===== src/hdl/sgien_defs.svh =====
// Field positions, register selects and reset values of the SGI request and sysreg enable block.
`ifndef SGIEN_DEFS_SVH
`define SGIEN_DEFS_SVH

`define SGIEN_AFFINITY_LEVEL3_MSB 55
`define SGIEN_AFFINITY_LEVEL3_LSB 48
`define SGIEN_IRM_BIT 40
`define SGIEN_AFFINITY_LEVEL2_MSB 39
`define SGIEN_AFFINITY_LEVEL2_LSB 32
`define SGIEN_INTERRUPT_IDENTIFIER_MSB 27
`define SGIEN_INTERRUPT_IDENTIFIER_LSB 24
`define SGIEN_AFFINITY_LEVEL1_MSB 23
`define SGIEN_AFFINITY_LEVEL1_LSB 16
`define SGIEN_TGT_MSB 15
`define SGIEN_TGT_LSB 0

`define SGIEN_DIB_BIT 2
`define SGIEN_DFB_BIT 1
`define SGIEN_SRE_BIT 0

`define SGIEN_SEL_GENERATE 1'b0
`define SGIEN_SEL_ENABLE 1'b1

`define SGIEN_SRE_RST 1'b0
`define SGIEN_DIB_RST 1'b0
`define SGIEN_DFB_RST 1'b0

`define SGIEN_EL0 2'h0
`define SGIEN_EL1 2'h1
`define SGIEN_EL2 2'h2
`define SGIEN_EL3 2'h3

`endif


===== src/hdl/sgien_pkg.sv =====
// Types shared by the SGI request and sysreg enable block.
package sgien_pkg;

  typedef enum logic [1:0] {
    SGIEN_RESP_OK,
    SGIEN_RESP_UNDEF,
    SGIEN_RESP_TRAP_EL2,
    SGIEN_RESP_TRAP_EL3
  } sgien_resp_e;

  typedef struct packed {
    logic valid;
    logic write;
    logic sel;
    logic [1:0] el;
    logic nonsecure;
    logic [63:0] wdata;
  } sgien_access_s;

  typedef struct packed {
    logic el2_present;
    logic el3_present;
    logic disable_security_flag;
    logic irq_bypass_supported;
    logic fiq_bypass_supported;
    logic sysreg_only;
    logic hyp_fiq_override;
    logic hyp_irq_override;
    logic hyp_register_trap;
    logic hyp_trap_common;
    logic monitor_fiq_routing;
    logic monitor_irq_routing;
    logic [2:0] monitor_level_enable_control;
    logic [2:0] hypervisor_level_enable_control;
  } sgien_ctrl_s;

  typedef struct packed {
    logic group1;
    logic nonsecure;
    logic routing_mode_bit;
    logic [3:0] interrupt_identifier;
    logic [7:0] affinity_level3;
    logic [7:0] affinity_level2;
    logic [7:0] affinity_level1;
    logic [15:0] target_bitmap;
  } sgien_sgi_req_s;

  typedef struct packed {
    logic sysreg_enable_bit;
    logic irq_bypass_disable;
    logic dfb;
    logic resp_valid;
    sgien_resp_e resp_code;
    logic [31:0] rdata;
    logic sgi_valid;
    sgien_sgi_req_s sgi;
    logic eff_sre;
    logic eff_dib;
    logic eff_dfb;
  } sgien_state_s;

endpackage


===== src/hdl/sgien_top.sv =====
// Processor-side group 1 SGI generate register and system register enable control.
`timescale 1ns/1ps
`include "sgien_defs.svh"

module sgien_top
(
  // Clock and reset
  input wire logic clk_sys_i,
  input wire logic rst_b_i,
  // System register access port
  input wire sgien_pkg::sgien_access_s access_i,
  input wire sgien_pkg::sgien_ctrl_s ctrl_i,
  // Access answer
  output logic resp_valid_o,
  output sgien_pkg::sgien_resp_e resp_code_o,
  output logic [31:0] rdata_o,
  // Request towards the distributor
  output logic sgi_valid_o,
  output sgien_pkg::sgien_sgi_req_s sgi_o,
  // Effective interface controls
  output logic sysreg_enable_o,
  output logic irq_bypass_disable_o,
  output logic fiq_bypass_disable_o
);
  import sgien_pkg::*;

  sgien_state_s st;
  sgien_state_s next_st;

  // Bypass-disable read value for the current configuration.
  function automatic logic bypass_view(input logic supported, input logic local_bit, input logic mon_bit,
                                       input logic hyp_bit, input sgien_ctrl_s c);
    if (!supported)
    begin
      return 1'b1;
    end
    if (c.el3_present && !c.disable_security_flag)
    begin
      return mon_bit;
    end
    if (c.el3_present && !c.el2_present)
    begin
      return local_bit;
    end
    return hyp_bit;
  endfunction

  // The local copy stands for the monitor bit only in the read-write alias case.
  function automatic logic bypass_rw(input logic supported, input sgien_ctrl_s c);
    return supported && c.el3_present && c.disable_security_flag && !c.el2_present;
  endfunction

  logic cur_sre;
  logic cur_dib;
  logic cur_dfb;
  logic gen_access;
  logic gen_ok;
  logic governing_sre;
  logic eff_ns;
  logic el1_hyp_trap;
  logic mon_route;

  always_comb
  begin
    next_st = st;
    next_st.resp_valid = 1'b0;
    next_st.sgi_valid = 1'b0;
    gen_ok = 1'b0;
    cur_sre = ctrl_i.sysreg_only ? 1'b1 : st.sysreg_enable_bit;
    cur_dib = bypass_view(ctrl_i.irq_bypass_supported, st.irq_bypass_disable, ctrl_i.monitor_level_enable_control[`SGIEN_DIB_BIT],
                          ctrl_i.hypervisor_level_enable_control[`SGIEN_DIB_BIT], ctrl_i);
    cur_dfb = bypass_view(ctrl_i.fiq_bypass_supported, st.dfb, ctrl_i.monitor_level_enable_control[`SGIEN_DFB_BIT],
                          ctrl_i.hypervisor_level_enable_control[`SGIEN_DFB_BIT], ctrl_i);
    // Monitor-level accesses count as secure whatever the caller claims.
    eff_ns = access_i.nonsecure && (access_i.el != `SGIEN_EL3);
    mon_route = ctrl_i.monitor_fiq_routing && ctrl_i.monitor_irq_routing;
    el1_hyp_trap = ctrl_i.hyp_fiq_override || ctrl_i.hyp_irq_override || ctrl_i.hyp_register_trap
                   || ctrl_i.hyp_trap_common;
    case (access_i.el)
      `SGIEN_EL1: governing_sre = cur_sre;
      `SGIEN_EL2: governing_sre = ctrl_i.hypervisor_level_enable_control[`SGIEN_SRE_BIT];
      `SGIEN_EL3: governing_sre = ctrl_i.monitor_level_enable_control[`SGIEN_SRE_BIT];
      default: governing_sre = 1'b0;
    endcase
    gen_access = access_i.valid && (access_i.sel == `SGIEN_SEL_GENERATE);

    if (access_i.valid)
    begin
      next_st.resp_valid = 1'b1;
      next_st.resp_code = SGIEN_RESP_OK;
      next_st.rdata = 32'h0;
      if (access_i.el == `SGIEN_EL0)
      begin
        next_st.resp_code = SGIEN_RESP_UNDEF;
      end
      else if (gen_access)
      begin
        if (!access_i.write)
        begin
          next_st.resp_code = SGIEN_RESP_UNDEF;
        end
        else if (!governing_sre)
        begin
          next_st.resp_code = SGIEN_RESP_UNDEF;
        end
        else if ((access_i.el == `SGIEN_EL1) && eff_ns && el1_hyp_trap)
        begin
          next_st.resp_code = SGIEN_RESP_TRAP_EL2;
        end
        else if (mon_route && (access_i.el != `SGIEN_EL3))
        begin
          // Secure and non-overridden EL1 writes also go to the monitor under full routing.
          next_st.resp_code = SGIEN_RESP_TRAP_EL3;
        end
        else
        begin
          gen_ok = 1'b1;
        end
      end
      else if (access_i.write)
      begin
        if (!ctrl_i.sysreg_only)
        begin
          next_st.sysreg_enable_bit = access_i.wdata[`SGIEN_SRE_BIT];
        end
        if (bypass_rw(ctrl_i.irq_bypass_supported, ctrl_i))
        begin
          next_st.irq_bypass_disable = access_i.wdata[`SGIEN_DIB_BIT];
        end
        if (bypass_rw(ctrl_i.fiq_bypass_supported, ctrl_i))
        begin
          next_st.dfb = access_i.wdata[`SGIEN_DFB_BIT];
        end
      end
      else
      begin
        next_st.rdata = {29'h0, cur_dib, cur_dfb, cur_sre};
      end
    end

    // The distributor has no stall path, so every accepted write is handed over at once.
    if (gen_ok)
    begin
      next_st.sgi_valid = 1'b1;
      next_st.sgi.group1 = 1'b1;
      next_st.sgi.nonsecure = eff_ns;
      next_st.sgi.routing_mode_bit = access_i.wdata[`SGIEN_IRM_BIT];
      next_st.sgi.interrupt_identifier = access_i.wdata[`SGIEN_INTERRUPT_IDENTIFIER_MSB:`SGIEN_INTERRUPT_IDENTIFIER_LSB];
      if (access_i.wdata[`SGIEN_IRM_BIT])
      begin
        next_st.sgi.affinity_level3 = 8'h0;
        next_st.sgi.affinity_level2 = 8'h0;
        next_st.sgi.affinity_level1 = 8'h0;
        next_st.sgi.target_bitmap = 16'h0;
      end
      else
      begin
        next_st.sgi.affinity_level3 = access_i.wdata[`SGIEN_AFFINITY_LEVEL3_MSB:`SGIEN_AFFINITY_LEVEL3_LSB];
        next_st.sgi.affinity_level2 = access_i.wdata[`SGIEN_AFFINITY_LEVEL2_MSB:`SGIEN_AFFINITY_LEVEL2_LSB];
        next_st.sgi.affinity_level1 = access_i.wdata[`SGIEN_AFFINITY_LEVEL1_MSB:`SGIEN_AFFINITY_LEVEL1_LSB];
        // Bits naming absent elements pass unchanged; the distributor drops them.
        next_st.sgi.target_bitmap = access_i.wdata[`SGIEN_TGT_MSB:`SGIEN_TGT_LSB];
      end
    end

    next_st.eff_sre = cur_sre;
    next_st.eff_dib = cur_dib;
    next_st.eff_dfb = cur_dfb;
  end

  always_ff @(posedge clk_sys_i or negedge rst_b_i)
  begin
    if (!rst_b_i)
    begin
      st <= '0;
      st.sysreg_enable_bit <= `SGIEN_SRE_RST;
      st.irq_bypass_disable <= `SGIEN_DIB_RST;
      st.dfb <= `SGIEN_DFB_RST;
      st.resp_code <= SGIEN_RESP_OK;
    end
    else
    begin
      st <= next_st;
    end
  end

  assign resp_valid_o = st.resp_valid;
  assign resp_code_o = st.resp_code;
  assign rdata_o = st.rdata;
  assign sgi_valid_o = st.sgi_valid;
  assign sgi_o = st.sgi;
  assign sysreg_enable_o = st.eff_sre;
  assign irq_bypass_disable_o = st.eff_dib;
  assign fiq_bypass_disable_o = st.eff_dfb;
endmodule


===== config.mk =====
export PLATFORM = sky130hd
export DESIGN_NAME = sgien_top
export DESIGN_NICKNAME = d
export VERILOG_FILES = /design/src/hdl/sgien_pkg.sv /design/src/hdl/sgien_top.sv
export VERILOG_INCLUDE_DIRS = /design/src /design/src/hdl
export SDC_FILE = /design/constraint.sdc
export NUM_CORES = 1
export LEC_CHECK = 0
export ABC_CLOCK_PERIOD_IN_PS = 3000
export BUFFER_PORTS_ARGS = -buffer_cell sky130_fd_sc_hd__buf_2
export CAP_MARGIN = 20
export CORE_MARGIN = 4
export CORE_UTILIZATION = 49
export DETAILED_ROUTE_END_ITERATION = 10
export PLACE_DENSITY = 0.87
export SETUP_SLACK_MARGIN = 0.2
export SLEW_MARGIN = 20
export SYNTH_ARGS = -nofsm -noshare
export SYNTH_HDL_FRONTEND = slang
export SYNTH_SLANG_ARGS = --single-unit
export TNS_END_PERCENT = 30

===== constraint.sdc =====
create_clock -name clk_sys_i -period 3 [get_ports clk_sys_i]
set_input_delay 0.15 -clock clk_sys_i [delete_from_list [all_inputs] [get_ports clk_sys_i]]
set_output_delay 0.15 -clock clk_sys_i [all_outputs]
set_load 0.1 [all_outputs]

==> impl_summary.md, run 1 <==
GRT
The global route total overflow is 0. In the global route stage, overall resource usage came out at 0.1502. The first global-routing pass estimated 9170 µm of wire.

The initial antenna violation count is 0. The via count of the first global-routing pass is 2011. The largest net degree at the start of global routing is 42.

Synthesis
For this run, asynchronously set or reset flops after synthesis account for 1.000. For this run, the leading register cell type out of synthesis is dfrtp_1. The unique cell type count in the Yosys netlist is 30. Counting flops with a built-in enable in the synthesized netlist gives 0. The average instance in the mapped netlist occupies 11.54 µm². After synthesis the cells add up to 0.003267 mm².

The number of warnings issued by yosys is 0. The number of instances in the synthesized netlist is 283. After synthesis the netlist holds a flip-flop and latch count of 60. For this run, the register share of the synthesized area comes to 0.4596.

Min path
The path class of the tightest hold or removal check is in2reg. The hold-critical path endpoint is sgi_o[43]$_DFFE_PN0P_. The number of cells traversed by the worst hold path is 2. In this run the most critical hold path is launched from access_i[27].

Detailed routing
In the routed layout, each cell is associated on average with a via count of 4.711. The overall routed net length is 6167 µm. The DRC violations left is 0. The routed wirelength normalized by instance count is 13.80 µm. For this run, the detailed router's first-pass iteration total came to 4. In this run, the number of DRC markers left after iteration 0 of detailed routing was 30.

The vias after detailed routing is 2106. In this run the remaining antenna-violating nets after routing total 0.

Timing
Dividing the final minimum period by the clock period gives 0.6336. The number of max-slew violations in the final report is 0. Measured against its own limit, the worst slew margin works out to 0.5218. Setup violations remaining at the end of the flow were counted as 0.

After layout, the worst setup slack is 1.099 ns. Across all hold checks on the routed design, the worst slack comes to 0.05907 ns. The final number of hold-violating endpoints is 0. Counting I/O delays and the setup requirement, the final critical path takes 1.901 ns.

Clock skew on the completed layout was measured at 0.006046 ns. The highest clock frequency the design can meet is 0.5261 GHz. Setup repair after global routing left no endpoint under its margin. The pin slew with the least headroom to its limit is 0.7173 ns. Summed over all failing endpoints, the final setup total negative slack is 0 ns.

Clock network
CTS placed an instance of clkbuf_8 at the clock tree root. TritonCTS created 9 clock buffers. The deepest level of the CTS H-tree is 3.

The clock-pin slew on the worst setup and hold paths is 0.06 ns. The quantity of gates resized following cts is 0. The latest clock arrival within the worst-skew pair is 0.32 ns. TritonCTS built the clock tree.

The clock passes through at most 2 buffers. Clock tree synthesis found a total of 60 sinks.

Status
The flow ran to the end, and the final reports show no timing, DRC or antenna violations.

Die
The starting utilization of the core area is 0.5087. The count of pins on the block boundary is 176. The vertical die dimension is 89.65 µm.

The floorplan row count is 29. The area of the die is 0.008037 mm². The die extent in x is 89.65 µm. The placeable core region is 0.006422 mm².

Power and ir drop
In this run the power density over the cells is 916.7 mW/mm². The leakage power figure is 1.961 nW. The worst IR drop on VDD is 0.4230 mV.

Critical path
The startpoint kind of the worst setup timing path is a flip-flop. The worst setup path category is reg2reg. The slack of the worst reg-to-reg path is 1.10 ns. For the worst setup path, the data required time is 3.21 ns.

The worst flop-to-flop path endpoint is sgi_o[26]$_DFFE_PN0P_. The reg-to-reg critical path startpoint is st[88]$_DFFE_PN0P_. Along the worst path, the maximum fanout reaches 26.

The data arrival time of the critical path is 2.11 ns. The critical path capture point type is a flip-flop. The worst register-to-register path has a depth of 5.

Layout
The combined area of the multi-input logic cells is 0.001187 mm². The library cells used most frequently in the layout, excluding fill and tap cells, are buf_2 (127), dfrtp_1 (60), nor2b_1 (42). Compared with the post-synthesis result, the final layout area differs by 11.57%. The layout has 562 filler cells.

At the end of the flow, the number of nets in the layout was 455. The number of antenna diodes in the final layout is 0. The library cell used most frequently in the layout, excluding fill and tap cells, is buf_2. Registers take 0.001501 mm². The share of final-layout standard cells stronger than drive strength 1 is 0.4865.

Place
After legalization and detailed placement, the total HPWL measured 4789 µm. Port buffering added 127 buffers. At the end of routability-driven placement, the weighted congestion stood at 0.7792. Prior to clock tree synthesis, the placed netlist has a worst setup slack of 0.9056 ns.

Flow run
Max-cap violations in this run came to 0.
-- power breakdown --
group          leakage [nW]  switching [mW]  internal, mW
combinational          1.11            1.44         0.259
clock                0.0844           0.283         0.321
sequential            0.770          0.0700         0.964
-- kinds of logic after synthesis --
logic type,after synthesis,share of synthesized area
flops,60,0.4596
other cells,1,0.001148
simple gates,66,0.1279
buf+inv,93,0.2091
mux,49,0.1689
compound gates,14,0.03332
-- Yosys cell counts (all sizes together) (2+ instances only) --
cell type,number,area share
buf,86,0.20
dfrtp,60,0.46
mux2,49,0.17
nor2b,42,0.080
clkbuf,4,0.0046
nand2,4,0.0046
nor2,4,0.0046
a22o,3,0.0080
and3b,3,0.0080
inv,3,0.0034
nor3,3,0.0046
o21ai,3,0.0046
a211oi,2,0.0046
nand2b,2,0.0038
or2,2,0.0038
-- metal layers --
metal	GRT usage	wire, µm	vias up	share of wire
met1	0.1752	2411	1001	0.39
li1	-	-	995	-
met2	0.2480	3101	96	0.50
met3	0.04197	498	14	0.081
met4	0.08525	157	0	0.025
met5	0	0	-	0
-- state kept, by name, summed over array words and instances (netlist names) --
register / count
sgi_o: 47
fiq_bypass_disable_o: 1
st: 3
sysreg_enable_o: 1
resp_code_o: 2
sgi_valid_o: 1
irq_bypass_disable_o: 1
rdata_o: 3
resp_valid_o: 1
-- worst max path at each step --
stage                            start               endpoint  cells after the start
finish              st[88]$_DFFE_PN0P_  sgi_o[26]$_DFFE_PN0P_                      5
global route        st[88]$_DFFE_PN0P_  sgi_o[21]$_DFFE_PN0P_                      5
CTS                 st[88]$_DFFE_PN0P_  sgi_o[26]$_DFFE_PN0P_                      5
detailed placement          ctrl_i[10]  sgi_o[11]$_DFFE_PN0P_                      6
global placement            ctrl_i[10]  sgi_o[16]$_DFFE_PN0P_                      6
floorplan                   ctrl_i[10]  sgi_o[21]$_DFFE_PN0P_                      6
-- cell type report --
type | count | share of cell area
Multi-Input combinational cell | 158 | 0.3258
Clock inverter | 2 | 0.002746
Tap cell | 77 | 0.02643
Clock buffer | 14 | 0.04188
Timing Repair Buffer | 133 | 0.1881
Inverter | 3 | 0.003090
Sequential cell | 60 | 0.4119
-- what timing repair did --
action	CTS	global route
endpoints found under the setup margin	0	0
hold buffers	2	0
setup buffers	0	0
endpoints found under the hold margin	61	0
-- per-stage QoR --
step / std cells / cell area [µm²] / power [mW] / utilization
2_1_floorplan: 311 / 3372 / 2.740 / -
3_3_place_gp: 429 / 3462 / 2.736 / 0.5391
3_5_place_dp: 429 / 3462 / 2.759 / 0.5391
4_1_cts: 447 / 3645 / 3.379 / 0.5675
5_1_grt: 447 / 3645 / 3.479 / 0.5675
6_report: 447 / 3645 / 3.341 / 0.5675
-- worst max-delay path, cell delays in order, from the launching register on --
cell and delay (ns):
dfrtp_1 0.37, or2_2 0.32, a22oi_1 0.40, nor4b_4 0.09
buf_4 0.26, mux2_1 0.34
Power figures use the tool's default switching activity.
==> inputs of run 2 (changes only) <==
ABC_AREA = 1   (was not set)
ABC_CLOCK_PERIOD_IN_PS = 1550   (was 3000)
CORE_UTILIZATION = 42   (was 49)
PLACE_DENSITY = 0.78   (was 0.87)
clock period = 1.55 ns   (was 3 ns; I/O delays follow)
==> run 2 against run 1 <==
  * Clock-buffer cell count down 4
  * Die area up 22%
  * Clock skew about the same
  * Critical path type unchanged
==> impl_summary.md, run 2 <==
GRT
The global route total overflow is 0 (unchanged). The overall track demand over capacity in global routing was 0.1631 (+0.01292). The via count of the first global-routing pass is 2760 (+37%). The initial antenna violation count is 0 (unchanged).

After global routing, the most crowded layer is met2. The met3 layer usage reported by global route was 0.04671 (+0.004738). The fraction of met2 tracks used by global routing came to 0.2763 (+0.02834). The largest net degree at the start of global routing is 61 (+45%). The global routing met1 resource utilization was 0.2020 (+0.02680). The global-route wire length before repair is 13010 µm (+42%).

Critical path
The slowest stage of the critical path belongs to the cell dfrtp_1. The data arrival time of the critical path is 1.60 ns (-0.51 ns). The cell family with the largest share of critical-path delay is simple AND/OR/NAND/NOR gates. The delay of the slowest cell on the worst path came to 0.39 ns (about the same).

STA classifies the critical path startpoint as a flip-flop. Traced cell by cell, the critical path runs through nor2_2, nor2_2, nor2_4, nor2_4, nand2_4, clkbuf_16, nand2_1, nand2_1. STA classifies the critical path endpoint as a flip-flop. The number of buffers and inverters on the critical path is 1 (unchanged). The maximum fanout encountered on the critical timing path is 19 (-27%). The worst setup path category is reg2reg. The required time of the critical path came to 1.81 ns (-1.40 ns).

Layout
The post-layout instance area was 0.004289 mm² (+18%). In the layout the commonest cells are buf_2 (127), nand2_1 (114), dfrtp_1 (60). The most common cell after layout, fill and taps aside is buf_2. The final-layout fill cell count is 734 (+31%). The count of antenna diodes in the layout is 0 (unchanged). The net count of the finished layout came to 641 (+41%). The share of final-layout standard cells stronger than drive strength 1 came to 0.3255 (-0.1609). The number of flip-flops in the largest register came to 47 (unchanged). From synthesis to final layout, the design area changed by 23.58%. The combined area of the multi-input logic cells is 0.001181 mm² (-0.53%). The sequential cell area was 0.001501 mm² (unchanged).

The count of placed standard cells in the final layout, fillers left out came to 658 (+47%).

Clock network
The deepest clock path buffer count is 2 (unchanged). The latest clock arrival within the worst-skew pair was 0.33 ns (about the same). In this run the clock root is driven by a clkbuf_8.

The clock-pin slew on the worst setup and hold paths is 0.07 ns (about the same). The number of clock buffers inserted by TritonCTS is 9 (unchanged). The clock sink count was 60 (unchanged). TritonCTS built the clock tree. The deepest level of the CTS H-tree is 3 (unchanged).

Timing
The highest clock frequency the design can meet is 0.7451 GHz (+42%). The total negative slack is 0 ns (unchanged). The share of the clock period used by the worst path after layout was 0.8659 (+0.2323). The post-route worst hold slack was 0.02821 ns (-0.03086 ns).

The number of max-slew violations in the final report is 0 (unchanged). The shortest period the worst path allows is 1.342 ns (-0.5586 ns). The final number of hold-violating endpoints was 0 (unchanged). The largest clock skew in the final design is 0.005715 ns (-0.0003316 ns). The final number of setup-violating endpoints is 0 (unchanged). Setup repair after global routing could not meet its margin everywhere.

Detailed routing
The iteration-0 DRC count of the detailed router is 71 (+140%). The routed wirelength normalized by instance count is 12.68 µm (-8.1%). The DRC violations left is 0 (unchanged). The antenna violation net count after detailed routing is 0 (unchanged). The overall routed net length was 8344 µm (+35%). The number of search-and-repair iterations in the first detailed-routing pass came to 4 (unchanged). The mean number of vias per cell is 4.526 (-3.9%).

The vias after detailed routing is 2978 (+41%).

Die
The placeable core region was 0.007888 mm² (+23%). The area of the die came to 0.009782 mm² (+22%). The starting utilization of the core area came to 0.4400 (-0.06863).

The floorplan row count came to 32 (+10%). The count of pins on the block boundary is 176 (unchanged). The vertical die dimension is 98.91 µm (+10%). The die extent in x is 98.91 µm (+10%).

Power and ir drop
The final total power is 6.433 mW (+93%). The total power divided by cell area is 1500 mW/mm² (+64%). The worst IR drop on VDD is 0.8257 mV (+95%). The leakage power figure is 2.632 nW (+34%).

Place
The cell area after placement is 0.003704 mm² (+7.0%). The final weighted congestion in routability-driven placement is 0.7923 (+1.7%). The number of instances in the placed design was 619 (+44%). The final HPWL from detailed placement is 5447 µm (+14%). The number of input and output port buffers inserted is 127 (unchanged).

Synthesis
Counting instances in the post-synthesis netlist gives the leading cell types as nand2_1 (117), buf_4 (85), dfrtp_1 (60), nand3_1 (55), inv_1 (53). The top-area cell type share of the netlist area is 0.4326 (-0.02701). The prevailing post-synth register cell is dfrtp_1. The number of instances in the synthesized netlist is 456 (+61%).

The number of warnings issued by yosys is 0 (unchanged). The sequential-to-total area share from yosys stat was 0.4326 (-0.02701). The mean cell area of the mapped netlist came to 7.611 µm² (-34%).

In the post-synthesis netlist, the biggest area contributors are dfrtp_1 (43%), buf_4 (18%), nand2_1 (13%). The biggest area contributor in the post-synthesis netlist is dfrtp_1. The most common cell in the synthesized netlist is nand2_1. The proportion of synthesized flip-flops having asynchronous set or reset was 1.000 (unchanged).

The number of flops mapped to enable cells by yosys was 0 (unchanged). The number of synthesized register bits is 60 (unchanged). The netlist area before placement was 0.003471 mm² (+6.2%).

The unique cell type count in the Yosys netlist is 18 (-40%).

Status
The flow ran to the end, and the final reports show no timing, DRC or antenna violations.

Flow run
The max-capacitance violation count came to 0 (unchanged).

Min path
The path class of the lowest-slack min-delay path is in2reg.
[run 2: kinds of logic (layout without fill, tap and decap cells)]
logic type      after synthesis  count (layout)  share of synthesized area
buf+inv                     156             227                     0.2772
compound gates                9               9                    0.01406
simple gates                230             231                     0.2751
other cells                   1              29                   0.001080
flops                        60              60                     0.4326
[run 2: worst paths after layout]
kind                                  startpoint                     to  slack, ns  cells after the start
max                           st[88]$_DFFE_PN0P_  sgi_o[38]$_DFFE_PN0P_       0.21                      8
min                                  access_i[1]     st[86]$_DFFE_PN0P_       0.03                      3
min in group asynchronous                rst_b_i  sgi_o[33]$_DFFE_PN0P_       0.29                      3
min reg2reg                sgi_o[46]$_DFFE_PN0P_  sgi_o[46]$_DFFE_PN0P_       0.46                      2
max reg2reg                   st[88]$_DFFE_PN0P_  sgi_o[38]$_DFFE_PN0P_       0.21                      8
max in group asynchronous                rst_b_i  sgi_o[38]$_DFFE_PN0P_       1.00                      3
[run 2: power by group]
group	switching [mW]	internal [mW]
Combinational	2.60	0.466
Clock	0.626	0.783
Sequential	0.137	1.82
[run 2: area by class of cell]
type                    instances  area share
flip-flops and latches         60      0.3501
inverters                      55     0.04813
well taps                     102     0.02975
repair buffers                156      0.2497
multi-input cells             269      0.2754
clock inverters                 6     0.01488
clock buffers                  10     0.03209
[run 2: worst min-delay path, stage by stage]
cell     delay [ns]
buf_2          0.09
inv_1          0.06
o21ai_0        0.08
[run 2: routing by layer]
metal / vias to the layer above / routed length (µm) / part of all wire
li1: 1451 / - / -
met1: 1372 / 3287 / 0.39
met2: 146 / 4110 / 0.49
met3: 9 / 836 / 0.10
met4: 0 / 110 / 0.013
met5: - / 0 / 0
[run 2: repair_timing]
item / in CTS / in global routing
endpoints found under the setup margin: 50 / 50
hold endpoints to repair: 68 / 0
cloned: 1 / 6
buffers inserted: 3 / 2
hold buffers: 11 / 0
gates resized for setup: 0 / 16
pin swaps: 3 / 13
[run 2: metrics by stage]
step	utilization	worst slack (ns)
global route	0.5438	0.1227
finish	0.5438	0.2079
detailed placement	0.4695	-0.1399
floorplan	-	0.3055
global placement	0.4695	-0.1100
CTS	0.5143	0.1245
